===== config.mk =====
export PLATFORM = sky130hd
export DESIGN_NAME = vsts_seq
export DESIGN_NICKNAME = d
export VERILOG_FILES = /design/src/vsts_pkg.sv /design/src/vsts_tick.sv /design/src/vsts_timer.sv /design/src/vsts_seq.sv
export VERILOG_INCLUDE_DIRS = /design/src /design/src/src
export SDC_FILE = /design/constraint.sdc
export NUM_CORES = 1
export LEC_CHECK = 0
export BUFFER_PORTS_ARGS = -buffer_cell sky130_fd_sc_hd__buf_2
export CORE_MARGIN = 1
export CORE_UTILIZATION = 40
export CTS_CLUSTER_SIZE = 10
export DETAILED_ROUTE_END_ITERATION = 16
export PLACE_DENSITY = 0.63
export SKIP_LAST_GASP = 1
export SLEW_MARGIN = 40
export SYNTH_ARGS = -nofsm -noshare
export SYNTH_HDL_FRONTEND = slang
export SYNTH_SLANG_ARGS = --single-unit

===== constraint.sdc =====
create_clock -name CLK -period 5.3 [get_ports CLK]
set_clock_uncertainty 0.1 [all_clocks]
set_input_delay 0.265 -clock CLK [delete_from_list [all_inputs] [get_ports CLK]]
set_output_delay 0.265 -clock CLK [all_outputs]
set_load 0.05 [all_outputs]

===== src/vsts_map.svh =====
`ifndef VSTS_MAP_SVH
`define VSTS_MAP_SVH

// clock and shared tick
`define VSTS_CLK_NS        40
`define VSTS_TICK_NS       1000000
`define VSTS_TW            24

// interval figures, in milliseconds (one tick = 1 ms)
`define VSTS_READY_MS      24'h007530
`define VSTS_SLOT_MS       24'h000064
`define VSTS_DRV_LOC_MS    24'h001388
`define VSTS_DRV_INFO_MS   24'h00EA60
`define VSTS_OFF_GNSS_MS   24'h015F90
`define VSTS_PK_POLL_E_MS  24'h0493E0
`define VSTS_PK_POLL_L_MS  24'h00EA60
`define VSTS_PK_EARLY_MS   24'h6DDD00
`define VSTS_PK_MODEM_MS   24'hDBBA00
`define VSTS_PK_LOC_MS     24'h0493E0
`define VSTS_PK_INFO_MS    24'h0DBBA0
`define VSTS_ALM_LOC_MS    24'h001770
`define VSTS_DUMP_MS       24'h0DBBA0
`define VSTS_SLP_WAKE_MS   24'h0DBBA0
`define VSTS_SLP_GNSS_MS   24'h00EA60

// dump report burst length
`define VSTS_DUMP_BURST    3'h5

`endif


===== src/vsts_pkg.sv =====
package vsts_pkg;

  typedef enum logic [9:0] {
    ST_READY   = 10'h001,
    ST_ILLEGAL = 10'h002,
    ST_PWRON   = 10'h004,
    ST_DRIVE   = 10'h008,
    ST_PWROFF  = 10'h010,
    ST_PARK    = 10'h020,
    ST_ALARM   = 10'h040,
    ST_TRANS   = 10'h080,
    ST_WRITE   = 10'h100,
    ST_SLEEP   = 10'h200
  } vsts_state_type;

  typedef enum logic [1:0] {
    DEV_INSTR = 2'h0,
    DEV_MOTOR = 2'h1,
    DEV_BATT  = 2'h2
  } vsts_dev_type;

  typedef struct packed {
    logic ident;
    logic loc;
    logic info;
    logic status;
    logic evt;
    logic host;
  } vsts_upload_type;

  typedef struct packed {
    logic ready_enter;
    logic ready_exit;
  } vsts_lock_cmd_type;

endpackage : vsts_pkg


===== src/vsts_tick.sv =====
`timescale 1ns/100ps
`default_nettype none

module vsts_tick #(
  parameter int CYCLES = 25000
) (
  input  wire logic CLK,   // system clock
  input  wire logic NRST,  // async reset, active low
  output logic      tick   // one-cycle pulse every CYCLES clocks
);

  localparam int CW = $clog2(CYCLES + 1);

  logic [CW-1:0] count;

  always_ff @(posedge CLK or negedge NRST) begin
    if (!NRST) begin
      count <= '0;
      tick  <= 1'b0;
    end else if (count == CW'(CYCLES - 1)) begin
      count <= '0;
      tick  <= 1'b1;
    end else begin
      count <= count + CW'(1);
      tick  <= 1'b0;
    end
  end

endmodule : vsts_tick

`default_nettype wire


===== src/vsts_timer.sv =====
`timescale 1ns/100ps
`default_nettype none

module vsts_timer #(
  parameter int W = 24
) (
  input  wire logic         CLK,      // system clock
  input  wire logic         NRST,     // async reset, active low
  input  wire logic         tick,     // shared 1 ms tick
  input  wire logic         restart,  // clear count, no fire
  input  wire logic [W-1:0] period,   // interval in ticks
  output logic              fire      // one-cycle pulse per interval
);

  logic [W-1:0] count;

  // compare with >= so a shortened period takes effect at once
  always_ff @(posedge CLK or negedge NRST) begin
    if (!NRST) begin
      count <= '0;
      fire  <= 1'b0;
    end else if (restart) begin
      count <= '0;
      fire  <= 1'b0;
    end else if (tick && (count >= period - W'(1))) begin
      count <= '0;
      fire  <= 1'b1;
    end else begin
      count <= tick ? count + W'(1) : count;
      fire  <= 1'b0;
    end
  end

endmodule : vsts_timer

`default_nettype wire


===== src/vsts_seq.sv =====
`timescale 1ns/100ps
`default_nettype none
`include "vsts_map.svh"

// Overview of operation
// - start button in armed park sends the ready-to-start command to lock_unit
// - ignition opened within the 30 s ready window powers the vehicle on
// - ready window expiring with ignition closed sends lock_unit the exit command
// - ignition opened while armed without a start press raises the alarm
// - at power on, query motor serial number every 100 ms until a reply passes its CRC check
// - only a reply passing its CRC check moves on to normal driving
// - power on enables satellite receiver and uploads the identity set
// - driving keeps receiver on, location every 5 s, vehicle info every 60 s
// - driving polls one device per 100 ms slot, instrument-motor-battery
// - power off saves mileage, clears status, receiver on 90 s then upload
// - parked, poll battery_manager every 5 min for 2 h, then every 1 min
// - parked past 4 h, modem in low power except while a transmission is under way
// - parked, modem on for 4 h, then location 5 min and info 15 min
// - alarming keeps receiver on and uploads location every 6 s
// - dumped while locked uploads 5 times in a row, again every 15 min
// - movement while locked uploads once per detection
// - in write-data the device is the bus slave, the host tool the master
// - after a host write, keep the state, wake network, upload written data
// - battery removed: sleep, bus off, wake 15 min, receiver 60 s, upload
module vsts_seq
  import vsts_pkg::*;
#(
  parameter int TICK_CYCLES = `VSTS_TICK_NS / `VSTS_CLK_NS
) (
  input  wire logic        CLK,           // 25 MHz system clock
  input  wire logic        NRST,          // async reset, active low
  input  wire logic        START_BTN,     // remote start-stop press, pulse
  input  wire logic        IGN_OPEN,      // ignition lock open, level
  input  wire logic        BAT_PRESENT,   // main battery present, level
  input  wire logic        ALARM_REQ,     // alarm cause active, level
  input  wire logic        DUMP_DET,      // vehicle tilted over, level
  input  wire logic        MOVE_DET,      // movement seen, pulse
  input  wire logic        HOST_WR_REQ,   // host tool session, level
  input  wire logic        HOST_WR_DONE,  // host write finished, pulse
  input  wire logic        SN_REPLY,      // serial reply received, pulse
  input  wire logic        SN_CRC_OK,     // reply check passed, with reply
  input  wire logic        TX_DONE,       // modem upload finished, pulse
  output vsts_lock_cmd_type LOCK_CMD,     // lock_unit commands, pulses
  output logic             SN_QUERY,      // motor serial query, pulse
  output logic             POLL_REQ,      // bus poll request, pulse
  output vsts_dev_type     POLL_DEV,      // device polled with POLL_REQ
  output vsts_upload_type  UPLOAD,        // upload requests, pulses
  output logic             GNSS_EN,       // satellite receiver power
  output logic             MODEM_LP,      // modem low-power mode
  output logic             BUS_EN,        // RS-485 module power
  output logic             BUS_SLAVE,     // RS-485 in slave role
  output logic             ALARM,         // alarm active
  output logic             SAVE_MILEAGE,  // store mileage, pulse
  output logic             CLEAR_STATUS,  // clear peer status bits, pulse
  output vsts_state_type   STATE          // current vehicle state
);

  localparam int NT = 4;  // 0 state, 1 poll, 2 location, 3 info

  vsts_state_type       state;
  vsts_state_type       last_state;
  vsts_dev_type         slot;
  vsts_upload_type      next_upl;
  logic                 enter;
  logic                 tick;
  logic [NT-1:0]        fire;
  logic [NT-1:0]        fire_raw;
  logic [`VSTS_TW-1:0]  period [0:NT-1];
  logic [`VSTS_TW-1:0]  park_age;
  logic                 park_early;
  logic                 park_late;
  logic                 tx_busy;
  logic                 slp_gnss;
  logic [2:0]           burst;

  assign STATE      = state;
  assign enter      = (state != last_state);
  // a fire latched under the old state must not act in the new one
  assign fire       = fire_raw & ~{NT{enter}};
  assign park_early = (park_age < `VSTS_PK_EARLY_MS);
  assign park_late  = (park_age >= `VSTS_PK_MODEM_MS);

  vsts_tick #(
    .CYCLES (TICK_CYCLES)
  ) u_tick (
    .CLK  (CLK),
    .NRST (NRST),
    .tick (tick)
  );

  // one prescaler feeds every timer, each cleared on state entry
  for (genvar i = 0; i < NT; i++) begin : g_tmr
    vsts_timer #(
      .W (`VSTS_TW)
    ) u_tmr (
      .CLK     (CLK),
      .NRST    (NRST),
      .tick    (tick),
      .restart (enter),
      .period  (period[i]),
      .fire    (fire_raw[i])
    );
  end

  always_comb begin
    if (state == ST_PWROFF) begin
      period[0] = `VSTS_OFF_GNSS_MS;
    end else if (state == ST_TRANS) begin
      period[0] = `VSTS_DUMP_MS;
    end else if (state == ST_SLEEP) begin
      period[0] = slp_gnss ? `VSTS_SLP_GNSS_MS : `VSTS_SLP_WAKE_MS;
    end else begin
      period[0] = `VSTS_READY_MS;
    end
    if (state == ST_PARK) begin
      period[1] = park_early ? `VSTS_PK_POLL_E_MS
                             : `VSTS_PK_POLL_L_MS;
    end else begin
      period[1] = `VSTS_SLOT_MS;
    end
    if (state == ST_DRIVE) begin
      period[2] = `VSTS_DRV_LOC_MS;
      period[3] = `VSTS_DRV_INFO_MS;
    end else if (state == ST_ALARM) begin
      period[2] = `VSTS_ALM_LOC_MS;
      period[3] = `VSTS_PK_INFO_MS;
    end else begin
      period[2] = `VSTS_PK_LOC_MS;
      period[3] = `VSTS_PK_INFO_MS;
    end
  end

  // battery loss overrides every state
  always_ff @(posedge CLK or negedge NRST) begin
    if (!NRST) begin
      state <= ST_PARK;
    end else if (!BAT_PRESENT && state != ST_SLEEP) begin
      state <= ST_SLEEP;
    end else begin
      unique case (state)
        ST_PARK: begin
          if (START_BTN) begin
            state <= ST_READY;
          end else if (IGN_OPEN) begin
            state <= ST_ILLEGAL;
          end else if (ALARM_REQ) begin
            state <= ST_ALARM;
          end else if (HOST_WR_REQ) begin
            state <= ST_WRITE;
          end else if (DUMP_DET || MOVE_DET) begin
            state <= ST_TRANS;
          end
        end
        ST_READY: begin
          if (IGN_OPEN) begin
            state <= ST_PWRON;
          end else if (fire[0]) begin
            state <= ST_PARK;
          end
        end
        ST_ILLEGAL: begin
          state <= ST_ALARM;
        end
        ST_ALARM: begin
          if (!ALARM_REQ && !IGN_OPEN) begin
            state <= ST_PARK;
          end
        end
        ST_PWRON: begin
          if (!IGN_OPEN) begin
            state <= ST_PWROFF;
          end else if (SN_REPLY && SN_CRC_OK) begin
            state <= ST_DRIVE;
          end
        end
        ST_DRIVE: begin
          if (!IGN_OPEN) begin
            state <= ST_PWROFF;
          end
        end
        ST_PWROFF: begin
          if (fire[0]) begin
            state <= ST_PARK;
          end
        end
        ST_TRANS: begin
          if (burst == 3'h0 && !tx_busy && !DUMP_DET) begin
            state <= ST_PARK;
          end
        end
        ST_WRITE: begin
          // state is held through the write, left only when host goes and no upload is still busy
          if (!HOST_WR_REQ && !tx_busy) begin
            state <= ST_PARK;
          end
        end
        ST_SLEEP: begin
          if (BAT_PRESENT) begin
            state <= ST_PARK;
          end
        end
      endcase
    end
  end

  always_ff @(posedge CLK or negedge NRST) begin
    if (!NRST) begin
      last_state <= ST_PARK;
    end else begin
      last_state <= state;
    end
  end

  // parked age runs across the parked sub-states, cleared outside them
  always_ff @(posedge CLK or negedge NRST) begin
    if (!NRST) begin
      park_age <= '0;
    end else if (state inside {ST_READY, ST_PWRON, ST_DRIVE,
                               ST_PWROFF, ST_SLEEP}) begin
      park_age <= '0;
    end else if (tick && !park_late) begin
      park_age <= park_age + `VSTS_TW'(1);
    end
  end

  always_comb begin
    next_upl       = '0;
    next_upl.ident = enter && state == ST_PWRON;
    next_upl.loc   = fire[2] && (state == ST_DRIVE
                     || state == ST_ALARM
                     || (state == ST_PARK && park_late))
                     || (state == ST_SLEEP && fire[0] && slp_gnss);
    next_upl.info  = fire[3] && (state == ST_DRIVE
                     || (state == ST_PARK && park_late));
    next_upl.status = state == ST_PWROFF && fire[0];
    next_upl.evt   = state == ST_TRANS && burst != 3'h0 && !tx_busy;
    next_upl.host  = state == ST_WRITE && HOST_WR_DONE;
  end

  always_ff @(posedge CLK or negedge NRST) begin
    if (!NRST) begin
      UPLOAD <= '0;
    end else begin
      UPLOAD <= next_upl;
    end
  end

  // set wins over TX_DONE so a back-to-back upload keeps the modem awake
  always_ff @(posedge CLK or negedge NRST) begin
    if (!NRST) begin
      tx_busy <= 1'b0;
    end else if (|next_upl) begin
      tx_busy <= 1'b1;
    end else if (TX_DONE) begin
      tx_busy <= 1'b0;
    end
  end

  // burst is preloaded while parked so it is valid on the first trans cycle
  always_ff @(posedge CLK or negedge NRST) begin
    if (!NRST) begin
      burst <= 3'h0;
    end else if (state == ST_PARK) begin
      burst <= DUMP_DET ? `VSTS_DUMP_BURST
                        : {2'h0, MOVE_DET};
    end else if (state == ST_TRANS && fire[0] && DUMP_DET) begin
      burst <= `VSTS_DUMP_BURST;
    end else if (next_upl.evt) begin
      burst <= burst - 3'h1;
    end
  end

  always_ff @(posedge CLK or negedge NRST) begin
    if (!NRST) begin
      slp_gnss <= 1'b0;
    end else if (enter) begin
      slp_gnss <= 1'b0;
    end else if (state == ST_SLEEP && fire[0]) begin
      slp_gnss <= !slp_gnss;
    end
  end

  always_ff @(posedge CLK or negedge NRST) begin
    if (!NRST) begin
      slot <= DEV_INSTR;
    end else if (enter) begin
      slot <= DEV_INSTR;
    end else if (state == ST_DRIVE && fire[1]) begin
      unique case (slot)
        DEV_INSTR: slot <= DEV_MOTOR;
        DEV_MOTOR: slot <= DEV_BATT;
        DEV_BATT:  slot <= DEV_INSTR;
        default:   slot <= DEV_INSTR;
      endcase
    end
  end

  always_ff @(posedge CLK or negedge NRST) begin
    if (!NRST) begin
      POLL_REQ <= 1'b0;
      POLL_DEV <= DEV_INSTR;
      SN_QUERY <= 1'b0;
    end else begin
      POLL_REQ <= fire[1] && (state == ST_DRIVE
                  || state == ST_PARK);
      POLL_DEV <= (state == ST_DRIVE) ? slot : DEV_BATT;
      SN_QUERY <= state == ST_PWRON && (enter || fire[1]);
    end
  end

  always_ff @(posedge CLK or negedge NRST) begin
    if (!NRST) begin
      LOCK_CMD <= '0;
    end else begin
      LOCK_CMD.ready_enter <= enter && state == ST_READY;
      LOCK_CMD.ready_exit  <= state == ST_READY && fire[0]
                              && !IGN_OPEN;
    end
  end

  always_ff @(posedge CLK or negedge NRST) begin
    if (!NRST) begin
      SAVE_MILEAGE <= 1'b0;
      CLEAR_STATUS <= 1'b0;
    end else begin
      SAVE_MILEAGE <= enter && state == ST_PWROFF;
      CLEAR_STATUS <= enter && state == ST_PWROFF;
    end
  end

  always_ff @(posedge CLK or negedge NRST) begin
    if (!NRST) begin
      GNSS_EN <= 1'b0;
    end else begin
      GNSS_EN <= (state inside {ST_PWRON, ST_DRIVE, ST_PWROFF,
                                ST_ALARM, ST_TRANS, ST_WRITE})
                 || (state == ST_SLEEP && slp_gnss);
    end
  end

  // modem wakes in the same cycle an upload request appears
  always_ff @(posedge CLK or negedge NRST) begin
    if (!NRST) begin
      MODEM_LP <= 1'b0;
    end else begin
      MODEM_LP <= ((state == ST_PARK && park_late)
                   || state == ST_SLEEP)
                  && !(|next_upl)
                  && !(tx_busy && !TX_DONE);
    end
  end

  always_ff @(posedge CLK or negedge NRST) begin
    if (!NRST) begin
      BUS_EN    <= 1'b1;
      BUS_SLAVE <= 1'b0;
      ALARM     <= 1'b0;
    end else begin
      BUS_EN    <= state != ST_SLEEP;
      BUS_SLAVE <= state == ST_WRITE;
      ALARM     <= state inside {ST_ILLEGAL, ST_ALARM};
    end
  end
endmodule : vsts_seq

`default_nettype wire


==> summary.md, run 1 <==
| Metric | Value |
|---|---|
| Area Growth Syn to Fin | 10.8% |
| Count of final max-slew check failures | 0 |
| CP Data Required Time | 5.56 ns |
| CTS HTree Levels | 4 |
| Initial antenna violation count | 1 |
| Routed Wire Length | 24700 um |
| Share of synthesized registers carrying an async set or reset | 100% |
| Largest area contributor in the netlist | dfrtp_1 |
| Initial Util | 40.8% |
| Final routed DRC violation total | 0 |
| Vias in the first global route | 8133 |
| WS Path Type | reg -> reg |
| Boundary pin count | 42 |
| Synthesis-stage register bit count | 185 |
| Clk pin slew, worst setup/hold paths | 0.07 ns |
| Finished Core Util | 45.2% |
| RSZ-0062 raised after global routing | false |
| Most used DFF post-synth | dfrtp_1 |
| CP Capture Type | flop |
| Maximum ir drop on the vdd rail | 238 uV |
| TNS Setup | 0 ns |
| Worst slew margin | 46.8% |
| Hold wc startpoint | HOST_WR_REQ |
| Synth warn | 0 |
| Worst Hold Class | in -> reg |
| Max Cap Viol | 0 |
| Outcome | finished clean |
| Largest net degree at the start of global routing | 112 |
| Post-DP HPWL | 17000 um |
| Final nets | 1253 |
| Clk_lat worst skew | 0.43 ns |
| FILL cells | 2512 |
| Hold worst-path end | STATE[8] |
| Number of CTS-inserted buffers | 17 |
| Worst R2R Path Depth | 11 |
| R2r endpoint | g_tmr[1].u_tmr.count[12] |
| Row count | 59 |
| PostCTS Resize Cnt | 0 |
| Largest driver fanout on the critical path | 14 |
| Syn Inst Count | 1160 |
| Pwr Density | 276 nW/um2 |
| Final Hold Fails | 0 |
| EDFF count, synth | 0 |
| Top cell type's share of synthesized area | 42.9% |
| Area contributors post-synth | dfrtp_1 (43%), ha_1 (6.8%), xnor2_1 (4.4%) |
| Seq/Total Area, Yosys | 43.6% |
| Number of port buffers | 41 |
| Iter 0 DRT Violations | 624 |
| Final period utilization | 81.2% |
| Setup violators final | 0 |
| Delay-heaviest family, CP | simple AND/OR/NAND/NOR gates |
| Synthesized area | 10600 um2 |
| Avg Cell Area, Syn | 9.16 um2 |
| Vias per inst | 5.67 |
| DR WL/cell | 16.1 um |
| Core box area | 26100 um2 |
| Fin crit period | 4.30 ns |
| Worst path buffer plus inverter count | 1 |
| Final hold slack | 0.0237 ns |
| Gr ovfl total | 0 |
| Die area | 27200 um2 |
| First-pass GRT wire length | 41200 um |
| Final antenna-violating net count | 0 |
| Worst hold path depth | 3 |
| Worst slew pin tran | 0.791 ns |
| Clock Root Buffer | clkbuf_16 |
| FF-to-FF setup slack | 1.0 ns |
| GP Congestion | 0.915 |
| Delay of the slowest critical-path stage | 0.66 ns |
| Post-CTS Setup Inserts | 0 |
| Crit-path cells | nor4_4 -> nand3_1 -> inv_1 -> nand2_1 -> ha_1 -> a2111oi_2 -> nor3_1 -> o31a_1 -> or4_4 -> or3_1 -> o21ai_1 |
| Die width | 165 um |
| Overall global routing resource usage | 19.0% |
| Share of cells above drive strength 1 | 8.79% |
| Leak Pwr | 5.11 nW |
| Launching point of the worst reg2reg path | STATE[8] |
| Yosys cell types | 75 |
| CTS tree | yes |
| Fmax achieved | 232 MHz |
| Vias | 8678 |
| Num Clock Sinks | 185 |
| CP max stage cell | or4_4 |
| Critical Path Start Type | flop |
| Worst Path Arrival | 4.56 ns |
| Clock Tree Buf Depth | 2 |
| Die Y | 165 um |
| Pre-antenna DRT Iters | 5 |
[synth_stat cells, types with 4 or more instances]
| master | instances |
|---|---|
| or2_2 | 6 |
| a21o_1 | 8 |
| a21oi_1 | 54 |
| xor2_1 | 24 |
| buf_4 | 4 |
| nand2b_1 | 7 |
| a31oi_1 | 7 |
| nand3b_1 | 6 |
| and3_1 | 14 |
| nand4_1 | 45 |
| or4_1 | 7 |
| dfrtp_1 | 182 |
| mux2i_1 | 15 |
| nor2_1 | 117 |
| xnor2_1 | 53 |
| and2_1 | 16 |
| clkbuf_1 | 43 |
| o41ai_1 | 6 |
| o2111ai_1 | 6 |
| or3_1 | 16 |
| o21a_1 | 5 |
| nor3_1 | 65 |
| inv_1 | 44 |
| a211o_1 | 4 |
| nand3_1 | 74 |
| nor2b_1 | 6 |
| ha_1 | 58 |
| nand2_1 | 94 |
| nor4_1 | 26 |
| nor4b_1 | 9 |
| nand4b_1 | 4 |
| and4_1 | 15 |
| buf_2 | 5 |
| o21ai_0 | 43 |
| a211oi_1 | 5 |
| o22ai_1 | 6 |
[worst max-delay path by stage]
stage	start	endpoint	cells after the start
4_1_cts	STATE[8]	g_tmr[1].u_tmr.count[12]	11
3_3_place_gp	STATE[0]	g_tmr[1].u_tmr.count[12]	11
3_5_place_dp	STATE[8]	g_tmr[1].u_tmr.count[12]	11
5_1_grt	STATE[8]	g_tmr[1].u_tmr.count[12]	11
6_report	STATE[8]	g_tmr[1].u_tmr.count[12]	11
2_1_floorplan	STATE[8]	g_tmr[1].u_tmr.count[12]	13
[routing by layer]
| metal | up-vias | track usage [%] | wire, um |
|---|---|---|---|
| li1 | 4243 | - | - |
| met1 | 4191 | 27.1 | 12100 |
| met2 | 216 | 29.3 | 11000 |
| met3 | 28 | 3.01 | 1180 |
| met4 | 0 | 5.84 | 417 |
| met5 | - | 0 | 0 |
[cell type report]
| cell class | count | area, um2 | share of cell area (%) |
|---|---|---|---|
| Antenna cell | 1 | 2.50 | 0.0213 |
| Clock buffer | 19 | 443 | 3.76 |
| Clock inverter | 12 | 121 | 1.03 |
| Inverter | 44 | 165 | 1.40 |
| Multi-Input combinational cell | 879 | 5630 | 47.9 |
| Sequential cell | 185 | 4630 | 39.4 |
| Tap cell | 335 | 419 | 3.56 |
| Timing Repair Buffer | 55 | 354 | 3.01 |
[layout by cell type, fill, tap and decap left out, types with 9 or more instances in the layout]
master,synthesis,final
or3_1,16,16
buf_2,5,40
and2_1,16,16
nand2_1,94,94
nand3_1,74,73
xnor2_1,53,53
nor4b_1,9,9
nand4_1,45,45
xor2_1,24,24
and3_1,14,14
nor2_1,117,117
and4_1,15,15
o21ai_0,43,43
nor3_1,65,64
dfrtp_1,182,182
inv_1,44,44
a21oi_1,54,54
mux2i_1,15,15
ha_1,58,58
nor4_1,26,26
clkbuf_16,0,17
[tightest hold or removal path, cell delays in order]
cell     delay (ns)
buf_2          0.12
nand3_1        0.07
o22ai_1        0.06
[cell families (layout without fill, tap and decap cells)]
family	count (synthesis)	in the layout	synth area share [%]
other	1	6	0.0353
AOI/OAI and AO/OA	182	182	11.3
buffers and inverters	100	130	3.80
and+or+nand+nor	541	541	26.6
adders and majority gates	58	58	6.83
xor gates and xnor gates	77	77	6.35
DFF	185	185	43.6
muxes	16	16	1.52
[registers in the layout, summed over array words and instances (netlist names)]
signal             flops
slp_gnss               1
slot                   2
CLEAR_STATUS           1
UPLOAD                 6
POLL_DEV               2
u_tick.tick            1
g_tmr.u_tmr.count     96
SN_QUERY               1
POLL_REQ               1
tx_busy                1
STATE                 10
burst                  3
BUS_EN                 1
g_tmr.u_tmr.fire       4
park_age              24
last_state            10
GNSS_EN                1
MODEM_LP               1
ALARM                  1
u_tick.count          15
BUS_SLAVE              1
LOCK_CMD               2
[timing repair]
item                       CTS  global route
hold buffers                 4             0
hold endpoints to repair    77             0
setup endpoints to repair    0             0
[metrics by stage]
step	cell area, um2	total power, mW	setup WS, ns	std cells
after floorplan	10600	1.87	1.30	1164
after global placement	11100	2.02	1.18	1494
after detailed placement	11200	2.03	1.00	1494
after CTS	11800	3.27	0.986	1529
after global routing	11800	3.39	0.678	1529
final	11800	3.25	0.998	1530
[power breakdown]
part / total [mW] / switching [mW] / internal (mW)
logic: 0.546 / 0.392 / 0.154
registers: 1.46 / 0.0232 / 1.44
clock network: 1.24 / 0.577 / 0.665
Note: power is estimated with default switching activity, not from simulation.
==> run 2, diff against run 1 <==
Clock period 5.3 ns to 4.4 ns, I/O delays scaled along.
==> run 2 against run 1 <==
- hold slack improved by 0.0042 ns
- register-to-register slack got worse by 0.56 ns
- sequential power rose by 21%
- largest power group unchanged
==> summary.md, run 2 (synthesis results as in run 1) <==
| Metric | Value |
|---|---|
| Outcome | finished clean |
| Vias in the first global route | 8270 (+1.7%) |
| Pre-antenna DRT Iters | 5 (unchanged) |
| Setup ws final | 0.440 ns (-0.558 ns) |
| Worst Hold Class | in -> reg |
| Critical Path Start Type | flop |
| Final period utilization | 90.0% (+8.8 points) |
| Setup violators final | 0 (unchanged) |
| Top flop regs | g_tmr.u_tmr.count (96), park_age (24), u_tick.count (15) |
| Fmax achieved | 253 MHz (+8.6%) |
| Boundary pin count | 42 (unchanged) |
| Post-CTS Hold Fix Bufs | 6 (+2) |
| Iter 0 DRT Violations | 664 (+6.4%) |
| GP Congestion | 0.874 (-4.5%) |
| Largest net degree at the start of global routing | 112 (unchanged) |
| Vias per inst | 5.67 (about the same) |
| Largest register FFs | 96 (unchanged) |
| CTS HTree Levels | 4 (unchanged) |
| Clk_lat worst skew | 0.43 ns (about the same) |
| Initial Util | 40.8% (unchanged) |
| Commonest non-fill, non-tap cells in the layout | dfrtp_1 (182), nor2_1 (117), nand2_1 (94) |
| Area Growth Syn to Fin | 12.3% |
| Worst path buffer plus inverter count | 0 (-1) |
| Die width | 165 um (unchanged) |
| DR WL/cell | 16.4 um (+1.4%) |
| Gr ovfl total | 0 (unchanged) |
| Largest driver fanout on the critical path | 16 (+2) |
| Initial antenna violation count | 0 (-1) |
| CTS tree | yes |
| Final antenna-violating net count | 0 (unchanged) |
| Clock Tree Buf Depth | 2 (unchanged) |
| Crit-path cells | nor4_4 -> nand3_1 -> or2_2 -> ha_1 -> or4bb_1 -> nor4_1 -> a2111oi_0 -> and3_1 -> o21ai_2 -> nor2_1 |
| Row count | 59 (unchanged) |
| Die Y | 165 um (unchanged) |
| Die area | 27200 um2 (unchanged) |
| Final nets | 1268 (+1.2%) |
| Fin crit period | 3.96 ns (-0.342 ns) |
| Worst hold path depth | 2 (-1) |
| Post-CTS Setup Inserts | 0 (unchanged) |
| Vias | 8757 (+0.91%) |
| PostCTS Resize Cnt | 0 (unchanged) |
| Number of CTS-inserted buffers | 17 (unchanged) |
| Cell count along the critical path | 10 (-1) |
| Clk pin slew, worst setup/hold paths | 0.08 ns (about the same) |
| Post-DP HPWL | 17600 um (+3.5%) |
| Pwr Density | 341 nW/um2 (+24%) |
| Core box area | 26100 um2 (unchanged) |
| Final Hold Fails | 0 (unchanged) |
| RSZ-0062 raised after global routing | false |
| Num Clock Sinks | 185 (unchanged) |
| Count of final max-slew check failures | 0 (unchanged) |
| Worst slew margin | 52.7% (+6.0 points) |
| Max Cap Viol | 0 (unchanged) |
| Final routed DRC violation total | 0 (unchanged) |
| Routed Wire Length | 25300 um (+2.3%) |
| Worst R2R Path Depth | 10 (-1) |
| Top reg by flops | g_tmr.u_tmr.count |
| Final std cells w/o fill | 1544 (+0.92%) |
| Overall global routing resource usage | 19.6% (+0.61 points) |
| CP Data Required Time | 4.59 ns (-0.97 ns) |
| WS Path Type | reg -> reg |
| Delay-heaviest family, CP | simple AND/OR/NAND/NOR gates |
| CP max stage cell | o21ai_2 |
| Worst slew pin tran | 0.704 ns (-0.0877 ns) |
| Number of port buffers | 41 (unchanged) |
| Worst Path Arrival | 4.15 ns (-0.41 ns) |
| Placed inst area | 11200 um2 (+0.76%) |
| Clock Root Buffer | clkbuf_16 |
| Power consumption | 4.07 mW (+25%) |
| Share of cells above drive strength 1 | 9.76% (+0.97 points) |
| TNS Setup | 0 ns (unchanged) |
| Final instance area | 11900 um2 (+1.4%) |
| CP Capture Type | flop |
| Placement Setup Slack | 0.429 ns (-0.574 ns) |
| Ant diodes | 0 (-1) |
| Placed cell count | 1507 (+0.87%) |
| Leak Pwr | 5.20 nW (+1.9%) |
| Most common cell after layout, fill and taps aside | dfrtp_1 |
| First-pass GRT wire length | 42600 um (+3.2%) |
| Maximum ir drop on the vdd rail | 252 uV (+5.9%) |
| Delay of the slowest critical-path stage | 0.56 ns (-0.10 ns) |
run 2: changes by cell type in the layout (fill, tap and decap cells not counted), sizes merged:
cell | previous run | this run
inv | 46 | 53
buf | 50 | 63
clkbuf | 20 | 19
dlygate4sd3 | 4 | 6
bufinv | 1 | 2
clkinv | 8 | 1
diode | 1 | 0
run 2: final timing paths:
check,startpoint,to,slack (ns)
worst max-delay path,STATE[0],g_tmr[2].u_tmr.count[12],0.44
worst max register to register,STATE[0],g_tmr[2].u_tmr.count[12],0.44
worst min-delay path,IGN_OPEN,LOCK_CMD[0],0.03
worst min register to register,STATE[5],last_state[5],0.35
min in group asynchronous,NRST,g_tmr[2].u_tmr.count[13],0.24
max in group asynchronous,NRST,park_age[15],2.99
run 2: power by group:
part	total, mW	leakage [nW]	internal (mW)	switching, mW
logic	0.692	2.36	0.207	0.485
clock network	1.62	0.300	0.882	0.736
registers	1.76	2.54	1.73	0.0266
run 2: routing by layer:
metal  up-vias  track usage, %  part of all wire, %
li1       4269               -                    -
met1      4248            27.7                   49
met2       210            30.8                   46
met3        30            3.06                  4.2
met4         0            5.46                  1.3
met5         -               0                    0
run 2: metrics by stage:
stage,hold slack [ns],utilization [%]
6_report,0.0279,45.8
5_1_grt,0.0224,45.8
4_1_cts,0.00678,45.8
3_5_place_dp,0.153,43.2
3_3_place_gp,0.302,43.1
2_1_floorplan,-0.176,-
run 2: layout make-up:
| type | count | area, um2 |
|---|---|---|
| Timing Repair Buffer | 70 | 470 |
| Tap cell | 335 | 419 |
| Multi-Input combinational cell | 879 | 5630 |
| Sequential cell | 185 | 4630 |
| Fill cell | 2441 | 14100 |
| Clock inverter | 13 | 175 |
| Inverter | 44 | 165 |
| Clock buffer | 18 | 439 |
==> run 3, diff against run 2 <==
Settings changed: REMOVE_ABC_BUFFERS from default to 1.
==> run 3 against run 2 <==
- sequential cell count is the same
- sequential power barely moved
- combinational power about the same
- total power decreased by 0.35%
- design area is 0.20% lower
- hold slack better by 0.030 ns
- first-iteration DRC count rose by 27%
- register-to-register slack improved by 0.12 ns
- via count up 0.97%
- non-clock buffer count down 1
- utilization is 0.091 points lower
- critical path type unchanged
==> summary.md, run 3 (synthesis results as in run 1) <==
| Metric | Value |
|---|---|
| Clk pwr share | 39.7% (about the same) |
| Logic pwr share | 17.0% (about the same) |
| CTS tree | yes |
| Die width | 165 um (unchanged) |
| Final nets | 1267 (-0.079%) |
| Pwr Density | 340 nW/um2 (-0.15%) |
| Final period utilization | 87.2% (-2.8 points) |
| Boundary pin count | 42 (unchanged) |
| First-pass GRT wire length | 43100 um (+1.3%) |
| Post-DP HPWL | 18400 um (+5.0%) |
| Die area | 27200 um2 (unchanged) |
| Placed inst area | 11200 um2 (unchanged) |
| Met3 usage | 3.99% (+0.93 points) |
| RSZ-0062 raised after global routing | false |
| Placement Setup Slack | 0.564 ns (+0.135 ns) |
| Delay of the slowest critical-path stage | 0.50 ns (-0.06 ns) |
| Ant diodes | 0 (unchanged) |
| Post-CTS Setup Inserts | 0 (unchanged) |
| Final Hold Fails | 0 (unchanged) |
| Final routed DRC violation total | 0 (unchanged) |
| Worst hold path depth | 3 (+1) |
| Die Y | 165 um (unchanged) |
| Clock Root Buffer | clkbuf_16 |
| Maximum ir drop on the vdd rail | 284 uV (+13%) |
| Final antenna-violating net count | 0 (unchanged) |
| Number of CTS-inserted buffers | 17 (unchanged) |
| Fin crit period | 3.84 ns (-0.124 ns) |
| CP Capture Point | g_tmr[2].u_tmr.count[19] |
| Reg power frac | 43.4% (+0.2 points) |
| Launching point of the worst reg2reg path | STATE[0] |
| Iter 0 DRT Violations | 844 (+27%) |
| Crit. Startpoint | STATE[0] |
| Worst slew margin | 51.2% (-1.5 points) |
| Share of cells above drive strength 1 | 9.68% (-0.083 points) |
| Placed cell count | 1507 (unchanged) |
| CP Data Required Time | 4.63 ns (+0.04 ns) |
| Setup ws final | 0.564 ns (+0.124 ns) |
| Largest net degree at the start of global routing | 116 (+3.6%) |
| Overall global routing resource usage | 20.2% (+0.63 points) |
| Final std cells w/o fill | 1544 (unchanged) |
| Largest register FFs | 96 (unchanged) |
| Gr ovfl total | 0 (unchanged) |
| Setup violators final | 0 (unchanged) |
| GP Congestion | 0.892 (+2.1%) |
| Psw | 1.20 mW (-4.2%) |
| WS Path Type | reg -> reg |
| R2r endpoint | g_tmr[2].u_tmr.count[19] |
| Initial Util | 40.8% (unchanged) |
| Outcome | finished clean |
| Grt met2 use | 31.3% (+0.49 points) |
| Number of port buffers | 41 (unchanged) |
| Top reg by flops | g_tmr.u_tmr.count |
| Clk_lat worst skew | 0.43 ns (about the same) |
| Num Clock Sinks | 185 (unchanged) |
| Vias per inst | 5.73 (+0.97%) |
| Core box area | 26100 um2 (unchanged) |
| Global Route met1 Usage | 28.5% (+0.81 points) |
| Count of final max-slew check failures | 0 (unchanged) |
| Pre-antenna DRT Iters | 5 (unchanged) |
| Routed Wire Length | 26300 um (+4.2%) |
| Commonest non-fill, non-tap cells in the layout | dfrtp_1 (182), nor2_1 (117), nand2_1 (94) |
| Worst Path Arrival | 4.06 ns (-0.09 ns) |
| Power consumption | 4.06 mW (-0.35%) |
| Vias | 8842 (+0.97%) |
| Sw frac | 29.5% (-1.2 points) |
| Cell count along the critical path | 11 (+1) |
| Row count | 59 (unchanged) |
| Leak Pwr | 5.18 nW (-0.40%) |
| Clk pin slew, worst setup/hold paths | 0.07 ns (about the same) |
| Worst Hold Class | in -> reg |
| Internal | 2.86 mW (+1.4%) |
| Initial antenna violation count | 0 (unchanged) |
| CP Capture Type | flop |
| Vias in the first global route | 8227 (-0.52%) |
| Critical Path Start Type | flop |
| Max Cap Viol | 0 (unchanged) |
| Fmax achieved | 261 MHz (+3.2%) |
| Worst path buffer plus inverter count | 1 (+1) |
| Largest driver fanout on the critical path | 9 (-7) |
| FF-to-FF setup slack | 0.56 ns (+0.12 ns) |
| Most common cell after layout, fill and taps aside | dfrtp_1 |
| DR WL/cell | 17.0 um (+4.2%) |
| Delay-heaviest family, CP | simple AND/OR/NAND/NOR gates |
| Crit-path cells | nor4_4 -> nand3_1 -> or2_2 -> ha_1 -> or4bb_1 -> nor4_1 -> a2111oi_0 -> and3_1 -> o21ai_2 -> buf_4 -> nor2_1 |
| Final hold slack | 0.0581 ns (+0.0302 ns) |
| Area Growth Syn to Fin | 12.1% |
| Top flop regs | g_tmr.u_tmr.count (96), park_age (24), u_tick.count (15) |
| Final instance area | 11900 um2 (-0.20%) |
| Worst R2R Path Depth | 11 (+1) |
| CP max stage cell | dfrtp_1 |
| Top Usage Layer GRT | met2 |
| Clock Tree Buf Depth | 2 (unchanged) |
| Worst slew pin tran | 0.728 ns (+0.0244 ns) |
| CTS HTree Levels | 4 (unchanged) |
## run 3: cell count changes in the layout (fill, tap and decap cells not counted), sizes merged
cell | before | now
bufinv | 2 | 3
clkbuf | 19 | 24
clkinv | 1 | 0
clkinvlp | 1 | 3
dlygate4sd3 | 6 | 5
inv | 53 | 47
## run 3: through the flow
step	TNS (ns)	util (%)
finish	0	45.7
global route	0	45.7
CTS	0	45.7
detailed placement	0	43.2
global placement	0	43.0
floorplan	-29.24	-
## run 3: how the worst min path moves through the flow
stage,slack [ns],endpoint,start
floorplan,-0.18,ALARM,NRST
global placement,0.32,g_tmr[0].u_tmr.count[3],NRST
detailed placement,0.16,g_tmr[0].u_tmr.count[1],NRST
CTS,0.04,LOCK_CMD[0],IGN_OPEN
global route,0.03,burst[0],MOVE_DET
finish,0.06,burst[0],MOVE_DET
## run 3: layout make-up
| cell class | instances | area [um2] |
|---|---|---|
| Clock buffer | 23 | 468 |
| Clock inverter | 9 | 139 |
| Fill cell | 2496 | 14100 |
| Inverter | 44 | 165 |
| Multi-Input combinational cell | 879 | 5640 |
| Sequential cell | 185 | 4630 |
| Tap cell | 335 | 419 |
| Timing Repair Buffer | 69 | 448 |
## run 3: repair_timing
action / 4_1_cts / 5_1_grt
hold buffers: 5 / 0
hold endpoints to repair: 114 / 0
resized for setup: 0 / 0
## run 3: power by group through the flow
stage / Combinational (mW) / Clock, mW / Sequential (mW)
3_5_place_dp: 0.679 / 0 / 1.79
2_1_floorplan: 0.377 / 0 / 1.83
5_1_grt: 0.757 / 1.71 / 1.76
6_report: 0.689 / 1.61 / 1.76
3_3_place_gp: 0.665 / 0 / 1.79
4_1_cts: 0.685 / 1.64 / 1.76
## run 3: layer usage
metal	wire length [um]	part of all wire, %
met4	382	1.5
met5	0	0
met2	12000	45
met1	12500	47
met3	1490	5.7
## run 3: tightest hold or removal path: stages
cell and delay, ns:
buf_2 0.12, nor3_1 0.06, o32ai_1 0.13
